<file path="src/core/wdt_pkg.sv">
`default_nettype none

package wdt_pkg;

  // I/O decode of the index/data port pair
  localparam int unsigned IO_AW      = 16;
  localparam logic [15:0] ADDR_INDEX = 16'h002e;
  localparam logic [15:0] ADDR_DATA  = 16'h002f;

  // Keys written to the index port
  localparam logic [7:0] KEY_ENTER = 8'h87;
  localparam logic [7:0] KEY_EXIT  = 8'haa;

  // Configuration indices
  localparam logic [7:0] IDX_LDN      = 8'h07;
  localparam logic [7:0] IDX_ACTIVATE = 8'h30;
  localparam logic [7:0] IDX_INTERVAL = 8'hf6;
  localparam logic [7:0] IDX_REMAIN   = 8'hf7;

  // Logical device number of the watchdog, activate bit position
  localparam logic [7:0]  WDT_LDN      = 8'h08;
  localparam int unsigned ACT_BIT      = 0;

  // Reset values and the answer for anything not readable
  localparam logic [7:0] INTERVAL_RST = 8'h00;
  localparam logic [7:0] LDN_RST      = 8'h00;
  localparam logic [7:0] INDEX_RST    = 8'h00;
  localparam logic [7:0] IDLE_READ    = 8'hff;

  // Timing: clock rate, one-second time base, CPU reset pulse
  localparam int unsigned CLK_FREQ_HZ      = 50_000_000;
  localparam int unsigned CLK_PERIOD_NS    = 20;
  localparam int unsigned TICK_PERIOD_MS   = 1000;
  localparam int unsigned CYCLES_PER_SEC   = (CLK_FREQ_HZ / 1000) * TICK_PERIOD_MS;
  localparam int unsigned RST_PULSE_NS     = 1000;
  localparam int unsigned RST_PULSE_CYCLES =
    (RST_PULSE_NS + CLK_PERIOD_NS - 1) / CLK_PERIOD_NS;

  // Unlock sequence states
  typedef enum logic [1:0] {CFG_LOCKED, CFG_HALF, CFG_OPEN} wdt_cfg_e;

endpackage

`default_nettype wire

</file>
<file path="src/core/wdt_io_watchdog.sv">
// Overview of operation
// - Interval counts whole seconds, 1 to 255
// - Interval zero disables, no timeout possible
// - Countdown starts once nonzero interval written and device active
// - Each rewrite reloads the programmed interval
// - Expiry resets CPU or raises interrupt
`timescale 1ns/1ps
`default_nettype none

module wdt_io_watchdog #(
  parameter int unsigned TICK_CYCLES = wdt_pkg::CYCLES_PER_SEC,
  parameter int unsigned RST_PULSE   = wdt_pkg::RST_PULSE_CYCLES
) (
  // Clock and reset
  input  wire logic                     clk_i,
  input  wire logic                     rst_n_i,
  // Host I/O port cycles
  input  wire logic [wdt_pkg::IO_AW-1:0] io_addr_i,
  input  wire logic [7:0]               io_wdata_i,
  input  wire logic                     io_wr_i,
  input  wire logic                     io_rd_i,
  output logic      [7:0]               io_rdata_o,
  // Board strap: expiry raises interrupt instead of reset
  input  wire logic                     expire_irq_mode_i,
  // Expiry actions
  output logic                          cpu_reset_o,
  output logic                          irq_o
);
  import wdt_pkg::*;

  localparam int unsigned RW = $clog2(RST_PULSE + 1);

  wdt_cfg_e      cfg_state;
  logic [7:0]    index;
  logic [7:0]    ldn;
  logic          active;
  logic [7:0]    interval;
  logic [7:0]    count;
  logic [RW-1:0] rst_cnt;
  logic          mode_meta;
  logic          irq_mode;
  logic          tick;

  // Port decode
  wire wr_index  = io_wr_i && (io_addr_i == ADDR_INDEX);
  wire wr_data   = io_wr_i && (io_addr_i == ADDR_DATA);
  wire rd_index  = io_rd_i && (io_addr_i == ADDR_INDEX);
  wire rd_data   = io_rd_i && (io_addr_i == ADDR_DATA);
  wire cfg_open  = (cfg_state == CFG_OPEN);
  wire ldn_hit   = (ldn == WDT_LDN);
  wire wr_cfg    = wr_data && cfg_open;
  wire wr_ldn    = wr_cfg && (index == IDX_LDN);
  wire wr_act    = wr_cfg && ldn_hit && (index == IDX_ACTIVATE);
  wire wr_ivl    = wr_cfg && ldn_hit && (index == IDX_INTERVAL);
  wire is_enter  = (io_wdata_i == KEY_ENTER);
  wire is_exit   = (io_wdata_i == KEY_EXIT);

  // Unlock sequence: two enter keys in a row open, exit key closes
  wdt_cfg_e next_cfg_state;
  assign next_cfg_state =
    !wr_index                              ? cfg_state  :
    (cfg_state == CFG_LOCKED) && is_enter  ? CFG_HALF   :
    (cfg_state == CFG_HALF) && is_enter    ? CFG_OPEN   :
    (cfg_state == CFG_OPEN) && !is_exit    ? CFG_OPEN   :
                                             CFG_LOCKED;

  // Countdown runs only while the device is active and armed
  wire        dec_en     = tick && active && (count != 8'h00) && !wr_ivl;
  wire        expire_evt = dec_en && (count == 8'h01);
  wire [7:0]  next_count = wr_ivl ? io_wdata_i :
                           dec_en ? count - 8'h01 : count;

  // Expiry action: interrupt held until next interval write, or a reset pulse
  wire          next_irq     = (expire_evt && irq_mode) || (irq_o && !wr_ivl);
  wire [RW-1:0] next_rst_cnt = (expire_evt && !irq_mode) ? RW'(RST_PULSE) :
                               (rst_cnt != '0) ? rst_cnt - 1'b1 : rst_cnt;

  // Read mux; device registers hidden unless the watchdog device is selected
  wire [7:0] dev_sel =
    (index == IDX_LDN)               ? ldn :
    !ldn_hit                         ? IDLE_READ :
    (index == IDX_ACTIVATE)          ? {7'h00, active} :
    (index == IDX_INTERVAL)          ? interval :
    (index == IDX_REMAIN)            ? count : IDLE_READ;
  wire [7:0] next_rdata =
    rd_index && cfg_open ? index :
    rd_data && cfg_open  ? dev_sel : IDLE_READ;

  // One-second time base, restarted on each load so seconds are whole
  wdt_sec_tick #(
    .TICK_CYCLES (TICK_CYCLES)
  ) u_tick (
    .clk_i   (clk_i),
    .rst_n_i (rst_n_i),
    .clear_i (wr_ivl),
    .tick_o  (tick)
  );

  // Strap comes from a pin, so it is synchronised first
  always_ff @(posedge clk_i or negedge rst_n_i) begin
    if (!rst_n_i) begin
      mode_meta <= 1'b0;
      irq_mode  <= 1'b0;
    end else begin
      mode_meta <= expire_irq_mode_i;
      irq_mode  <= mode_meta;
    end
  end

  // Configuration state and index
  always_ff @(posedge clk_i or negedge rst_n_i) begin
    if (!rst_n_i) begin
      cfg_state <= CFG_LOCKED;
      index     <= INDEX_RST;
    end else begin
      cfg_state <= next_cfg_state;
      if (wr_index && cfg_open && !is_exit) begin
        index <= io_wdata_i;
      end
    end
  end

  // Logical device select and activation
  always_ff @(posedge clk_i or negedge rst_n_i) begin
    if (!rst_n_i) begin
      ldn    <= LDN_RST;
      active <= 1'b0;
    end else begin
      if (wr_ldn) begin
        ldn <= io_wdata_i;
      end
      if (wr_act) begin
        active <= io_wdata_i[ACT_BIT];
      end
    end
  end

  // Interval and countdown; a rewrite is also the refresh
  always_ff @(posedge clk_i or negedge rst_n_i) begin
    if (!rst_n_i) begin
      interval <= INTERVAL_RST;
      count    <= INTERVAL_RST;
    end else begin
      if (wr_ivl) begin
        interval <= io_wdata_i;
      end
      count <= next_count;
    end
  end

  // Registered outputs
  always_ff @(posedge clk_i or negedge rst_n_i) begin
    if (!rst_n_i) begin
      rst_cnt     <= '0;
      cpu_reset_o <= 1'b0;
      irq_o       <= 1'b0;
      io_rdata_o  <= IDLE_READ;
    end else begin
      rst_cnt     <= next_rst_cnt;
      cpu_reset_o <= (next_rst_cnt != '0);
      irq_o       <= next_irq;
      io_rdata_o  <= next_rdata;
    end
  end

  // Checks
  chk_zero_disarms: assert property (@(posedge clk_i) disable iff (!rst_n_i)
    (wr_ivl && io_wdata_i == 8'h00) |=> (count == 8'h00) && !expire_evt)
    else $error("zero interval did not disarm the countdown");

  chk_load_start: assert property (@(posedge clk_i) disable iff (!rst_n_i)
    wr_ivl |=> (count == $past(io_wdata_i)) && (interval == $past(io_wdata_i)))
    else $error("interval write did not load the countdown");

  // A pulse already under way runs out on its own, so only a nearly idle pulse counter qualifies
  chk_refresh_hold: assert property (@(posedge clk_i) disable iff (!rst_n_i)
    (wr_ivl && io_wdata_i != 8'h00 && rst_cnt <= RW'(1)) |=> !expire_evt && !cpu_reset_o && !irq_o)
    else $error("refresh did not clear pending expiry");

  chk_step_second: assert property (@(posedge clk_i) disable iff (!rst_n_i)
    (tick && active && count > 8'h01 && !wr_ivl) |=> count == $past(count) - 8'h01)
    else $error("countdown did not step once per second");

  chk_no_early: assert property (@(posedge clk_i) disable iff (!rst_n_i)
    ($rose(irq_o) || $rose(cpu_reset_o)) |-> ($past(count) == 8'h01) && $past(tick))
    else $error("expiry before the last second ran out");

  chk_irq_expire: assert property (@(posedge clk_i) disable iff (!rst_n_i)
    (expire_evt && irq_mode) |=> irq_o && !cpu_reset_o)
    else $error("interrupt mode expiry did not raise interrupt");

  chk_reset_pulse: assert property (@(posedge clk_i) disable iff (!rst_n_i)
    (expire_evt && !irq_mode) |=> cpu_reset_o[*8])
    else $error("reset mode expiry did not hold the reset pulse");

  chk_open_needs_two: assert property (@(posedge clk_i) disable iff (!rst_n_i)
    (cfg_state == CFG_LOCKED) |=> cfg_state != CFG_OPEN)
    else $error("configuration opened on a single key");

  cov_irq_expiry: cover property (@(posedge clk_i) disable iff (!rst_n_i)
    expire_evt && irq_mode);

  cov_reset_expiry: cover property (@(posedge clk_i) disable iff (!rst_n_i)
    expire_evt && !irq_mode);

  cov_refresh_running: cover property (@(posedge clk_i) disable iff (!rst_n_i)
    wr_ivl && count != 8'h00 && io_wdata_i != 8'h00);

  chk_irq_held: assert property (@(posedge clk_i) disable iff (!rst_n_i)
    (irq_o && !wr_ivl) |=> irq_o)
    else $error("interrupt dropped before the interval was rewritten");

  // No automatic reload: a spent or disarmed countdown stays at zero
  chk_zero_stays: assert property (@(posedge clk_i) disable iff (!rst_n_i)
    (count == 8'h00 && !wr_ivl) |=> count == 8'h00)
    else $error("idle countdown moved without an interval write");

  cov_zero_disarm: cover property (@(posedge clk_i) disable iff (!rst_n_i)
    wr_ivl && io_wdata_i == 8'h00 && count != 8'h00);

  cov_pulse_done: cover property (@(posedge clk_i) disable iff (!rst_n_i)
    $fell(cpu_reset_o));

endmodule

`default_nettype wire

</file>
<file path="src/core/wdt_sec_tick.sv">
`timescale 1ns/1ps
`default_nettype none

module wdt_sec_tick #(
  parameter int unsigned TICK_CYCLES = wdt_pkg::CYCLES_PER_SEC
) (
  // Clock and reset
  input  wire logic clk_i,
  input  wire logic rst_n_i,
  // Restart the second so a fresh interval gets full seconds
  input  wire logic clear_i,
  // One-cycle pulse per second
  output logic      tick_o
);
  import wdt_pkg::*;

  localparam int unsigned CW = (TICK_CYCLES > 1) ? $clog2(TICK_CYCLES) : 1;
  localparam logic [CW-1:0] LAST = CW'(TICK_CYCLES - 1);

  logic [CW-1:0] cnt;
  wire           wrap = (cnt == LAST);

  // Free-running divider, restarted by clear_i
  always_ff @(posedge clk_i or negedge rst_n_i) begin
    if (!rst_n_i) begin
      cnt    <= '0;
      tick_o <= 1'b0;
    end else if (clear_i) begin
      cnt    <= '0;
      tick_o <= 1'b0;
    end else begin
      cnt    <= wrap ? '0 : cnt + 1'b1;
      tick_o <= wrap;
    end
  end

  chk_tick_single: assert property (@(posedge clk_i) disable iff (!rst_n_i)
    tick_o |=> !tick_o)
    else $error("second tick lasted more than one cycle");

endmodule

`default_nettype wire

</file>
<file path="config.mk">
export PLATFORM = sky130hd
export DESIGN_NAME = wdt_io_watchdog
export DESIGN_NICKNAME = d
export VERILOG_FILES = /design/src/core/wdt_pkg.sv /design/src/core/wdt_io_watchdog.sv /design/src/core/wdt_sec_tick.sv
export SDC_FILE = /design/constraint.sdc
export NUM_CORES = 1
export LEC_CHECK = 0
export ABC_CLOCK_PERIOD_IN_PS = 2600
export CORE_MARGIN = 3
export CORE_UTILIZATION = 55
export DETAILED_ROUTE_END_ITERATION = 8
export DONT_BUFFER_PORTS = 1
export GPL_TIMING_DRIVEN = 0
export PLACE_DENSITY = 0.68
export SLEW_MARGIN = 20
export SYNTH_ARGS = -nofsm -noshare
export SYNTH_HDL_FRONTEND = slang
export SYNTH_SLANG_ARGS = --single-unit
</file>
<file path="constraint.sdc">
create_clock -name clk_i -period 2.6 [get_ports clk_i]
set_input_delay 0.26 -clock clk_i [delete_from_list [all_inputs] [get_ports clk_i]]
set_output_delay 0.26 -clock clk_i [all_outputs]
set_load 0.02 [all_outputs]
</file>
; Yosys cells after proc, flatten, opt, wreduce, memory -nomap -nowiden
; Index checks and enable logic that the tools add are counted.
[totals]
regBits = 80
input_bits = 29
out_inout_bits = 10
wordCells = 79
[classes]
add_sub_neg = 3
eq_ne = 13
n_mux = 17
n_reduce_logical = 32
[ops]
columns = op, n
row1 = 2-to-1 mux 8 bit, 9
row2 = 2-to-1 mux 26 bit, 2
row3 = "== test 16 x 6 -> 1 bit, second input constant", 2
row4 = "== test 8 bit, second input constant", 4
row5 = "adder 26 x 1 -> 26 bit, second input constant", 1
row6 = "== test 26 bit, second input constant", 1
row7 = logical AND 1 bit, 23
row8 = 2-to-1 mux 6 bit, 2
row9 = nonzero test 6 bit, 2
row10 = "== test 8 x 1 -> 1 bit, second input constant", 1
row11 = "== test 8 x 3 -> 1 bit, second input constant", 1
row12 = "== test 8 x 4 -> 1 bit, second input constant", 1
row13 = "== test 8 x 6 -> 1 bit, second input constant", 1
row14 = nonzero test 8 bit, 1
row15 = "subtractor 8 x 1 -> 8 bit, second input constant", 1
row16 = 2-to-1 mux 2 bit, 3
row17 = "subtractor 6 x 1 -> 6 bit, second input constant", 1
row18 = zero test 1 bit, 3
row19 = "== test 2 x 1 -> 1 bit, second input constant", 1
row20 = "== test 2 bit, second input constant", 1
row21 = zero test 2 bit, 1
row22 = nonzero test 2 bit, 1
row23 = logical OR 1 bit, 1
row24 = 2-to-1 mux 1 bit, 1

; Depth between registers and ports, before layout
[logic_depth]
ltp_word = 11
ltp_mapped = 7
mapped_depth_nobuf = 7

; Cells and area by module
; Synthesis repeated with hierarchy kept, for this count alone.
[unflattened]
hier_cells = 385
area_unflattened_um2 = 4245.3
[by_module_without_submodules]
columns = module, n_inst, cells_per_inst, area_per_inst_um2, seq_area_each_um2
row1 = wdt_io_watchdog, 1, 245, 2875.3, 1336.3
row2 = wdt_sec_tick, 1, 140, 1370.1, 675.6

; Least setup slack after synthesis
; No wires, ideal clock.
[synth_timing]
path_kind = register -> register
from = reg count[0]
to = reg count[5]
setup_ns = 0.128
arrival_time_ns = 1.883
t_required_ns = 2.472
slack_ns = 0.589
stages_incl_launch_ff = 8
path_buffers = 0
synth_period_minus_slack_ns = 2.011
cell_sequence = dfrtp_1 inv_1 ha_1 nor3b_1 a2111oi_0 nor3b_1 xnor2_1 o21ai_0
[synth_between]
elab_chain_cells = 4
word_cells_on_any_way = 7
cone_classes = add/sub: 1 / mux: 2 / reduce/logical: 4
[synth_lines]
columns = item, line_no
row1 = start: declaration, wdt_io_watchdog.sv:38  ; logic [7:0] count;
row2 = start signal: assignment, wdt_io_watchdog.sv:147  ; count <= next_count;
row3 = "parallel branches: the longest is 4 deep, another holds subtractor 8 x 1 -> 8 bit", --
; Parallel ways; which one is timed is not known. The select of a mux whose other input is x is not followed.
; A chain may end at the register's enable or synchronous reset.

; Final worst setup path
; Ends and elaborated chain as after synthesis.

==> impl_metrics.json <==
{
  "outcome": "complete, no violations",
  "htreeDepth": 3,
  "arrival_ps": 2590,
  "syn_to_final_growth_pct": 9.09,
  "cts_tree": "built",
  "grt_first_pass_wirelength_mm": 14.9,
  "grt_pass1_vias": 3077,
  "synthArstFlopShare_pct": 100,
  "clock_latency_ps": 350,
  "drive_gt1_share_pct": 12.6,
  "cp.required_ps": 2820,
  "path_class": "register to register",
  "rsz0062_at_grt": "false",
  "synth.area.top_cells": "dfrtp_1 44%, dfstp_2 5.2%, nand2_1 4.8%, xnor2_1 3.7%, nor2_1 3.5%",
  "vias": 3064,
  "rr_endpoint": "count[5]",
  "ys_seq_area_share_pct": 49.4,
  "viasPerCell": 5.77,
  "hold_end": "index[5]",
  "wl_mm": 8.70,
  "stdcell_area_mm2": 0.00444,
  "numClockSinks": 80,
  "clockBufferDepth": 2,
  "syn-instance-count": 416,
  "maxCapViolCount": 0,
  "fin_crit_sh_pct": 91.0,
  "die_y_um": 92.1,
  "firstDrtPassIters": 4,
  "vdd_drop_max_v": 0.000233,
  "hold_depth": 2,
  "ys_seq_elements": 80,
  "hold_start": "io_wdata_i[5]",
  "slew_headroom_pct": 38.4,
  "synth_area_leader_cell": "dfrtp_1",
  "grt_max_degree": 81,
  "rrSetupSlack_ps": 230,
  "finalCriticalPeriod_ps": 2370,
  "drv_slew": 0,
  "clock_skew_ps": 11.1,
  "first_iter_violations": 188,
  "hpwl_mm": 6.18,
  "hold_viol": 0,
  "hp-class": "input port to register",
  "place_congestion": 0.835,
  "grt.overflow.total": 0,
  "cts.clk_slew.worst_paths_ps": 80,
  "cts_root_buf": "clkbuf_8",
  "fmax_mhz": 423,
  "holdWs_ps": 25.1,
  "track_usage_pct": 22.3,
  "synth_nets": 450,
  "syn_avg_cell_area_um2": 9.79,
  "io_buffer_count": 0,
  "rr_startpoint": "count[0]",
  "synth_top_area_share_pct": 44.2,
  "p_leak_nw": 1.96,
  "die_x_um": 92.1,
  "design.die.area_mm2": 0.00848,
  "fin_cells": 531,
  "power.density_mw_per_mm2": 495,
  "core_mm2": 0.00698,
  "cp_max_fo": 4,
  "tightest_slew_ps": 901,
  "synth_area_mm2": 0.00407,
  "wl_per_cell_um": 16.4,
  "synth_ff_type": "dfrtp_1",
  "io_pins": 39,
  "final_nets": 464,
  "initial_utilization_pct": 58.4,
  "cp-end-kind": "register",
  "nFillCells": 621,
  "cts_buffers": 9,
  "drtAntennaViolNets": 0,
  "antenna_found_initial": 0,
  "setup_viol": 0,
  "diodes": 0,
  "row_count": 30,
  "cp-start-kind": "register",
  "tns_ps": 0,
  "r2r_cells": 7,
  "drc": 0,
  "synth_edf_count": 0,
  "yosysWarnings": 0,
  "dpl.cell_count": 512,
  "synth.distinct_cells": 52,
  "place_area_mm2": 0.00419
}
==> per-stage QoR <==
stage	total power, mW	worst slack (ps)	utilization (%)
finish	2.20	235	63.7
global route	2.29	117	63.7
CTS	2.23	279	63.6
detailed placement	1.28	293	60.1
global placement	1.28	333	60.1
floorplan	1.28	589	-
==> cells in the final DEF (no fill, tap or decap), drive strengths merged, types with 3 or more instances in the layout <==
master	synthesis	routed
or4	4	4
o21ai	21	21
dfstp	8	8
xnor2	17	17
nand3	16	16
xor2	16	16
a221oi	8	8
nor3b	4	4
nand4	11	11
or4b	4	4
nand2b	7	7
nor3	9	9
ha	5	5
and2	3	3
nor4	14	14
and3	13	13
a21oi	12	12
clkinv	0	5
inv	26	26
mux2	9	9
clkbuf	3	13
nand2	52	52
nand4b	3	3
o21a	8	8
nor2	38	38
or3	3	3
buf	9	10
dfrtp	72	72
==> worst max-delay path, stage by stage (launching register included) <==
cell and delay [ps]:
dfrtp_1 430, inv_1 90, ha_1 220, nor3b_1 160, a2111oi_0 810, nor3b_1 320
xnor2_1 140, o21ai_0 80
==> worst max-delay path by stage <==
| stage | from | end | slack (ps) | cells past startpoint |
|---|---|---|---|---|
| after floorplan | count[0] | count[5] | 590 | 7 |
| after CTS | count[0] | count[5] | 280 | 7 |
| final | count[0] | count[5] | 230 | 7 |
| after detailed placement | count[0] | count[5] | 290 | 7 |
| after global routing | count[0] | count[5] | 120 | 7 |
| after global placement | io_addr_i[9] | u_tick.cnt[15] | 330 | 6 |
==> logic make-up after synthesis <==
family                   share of synthesized area, %
AO/OA/AOI/OAI                                    8.23
XOR/XNOR                                         7.09
adder cells (fa/ha/maj)                          1.54
buffers and inverters                            3.87
flip-flops                                       49.4
multiplexers                                     2.73
AND/OR/NAND/NOR                                  27.2
==> sequential cells by signal (all words and copies together), names as in the netlist <==
name and count:
cfg_state 2, count 8, active 1, cpu_reset_o 1
irq_o 1, u_tick.cnt 26, rst_cnt 6, interval 8
ldn 8, u_tick.tick_o 1, index 8, irq_mode 1
io_rdata_o 8, mode_meta 1
==> power by group <==
group          switching (mW)  leakage, nW  internal, mW
registers            0.000584        0.989          1.25
logic                  0.0285        0.862        0.0128
clock network           0.449        0.106         0.465
==> final cells by class <==
cell class / instances / area, um^2 / area share [%]
Sequential cell: 80 / 2010 / 45.3
Tap cell: 96 / 120 / 2.70
Buffer: 12 / 60.1 / 1.35
Clock inverter: 6 / 58.8 / 1.32
Clock buffer: 10 / 138 / 3.10
Multi-Input combinational cell: 298 / 1910 / 43.0
Timing Repair Buffer: 3 / 47.5 / 1.07
Inverter: 26 / 97.6 / 2.20
==> metal layers <==
layer / global-route usage (%) / vias up / part of all wire (%)
li1: - / 1484 / -
met1: 31.4 / 1480 / 46
met2: 35.0 / 88 / 47
met3: 3.86 / 12 / 5.6
met4: 7.67 / 0 / 1.3
met5: 0 / - / 0
==> Yosys cell counts (5+ instances only) <==
| cell | n |
|---|---|
| dfrtp_1 | 72 |
| nand2_1 | 52 |
| nor2_1 | 38 |
| inv_1 | 26 |
| o21ai_0 | 18 |
| xnor2_1 | 17 |
| nand3_1 | 16 |
| xor2_1 | 16 |
| and3_1 | 13 |
| a21oi_1 | 11 |
| nand4_1 | 11 |
| nor4_1 | 11 |
| mux2_2 | 9 |
| nor3_1 | 9 |
| a221oi_1 | 8 |
| dfstp_2 | 8 |
| o21a_1 | 8 |
| nand2b_1 | 7 |
| buf_2 | 6 |
| ha_1 | 5 |
==> timing repair <==
action                     CTS  global route
gates resized for setup      0             1
setup buffers                0             0
setup endpoints to repair    0             1
hold buffers                 3             0
hold endpoints to repair    81             0
No activity file was read; power rests on OpenSTA's default activity.
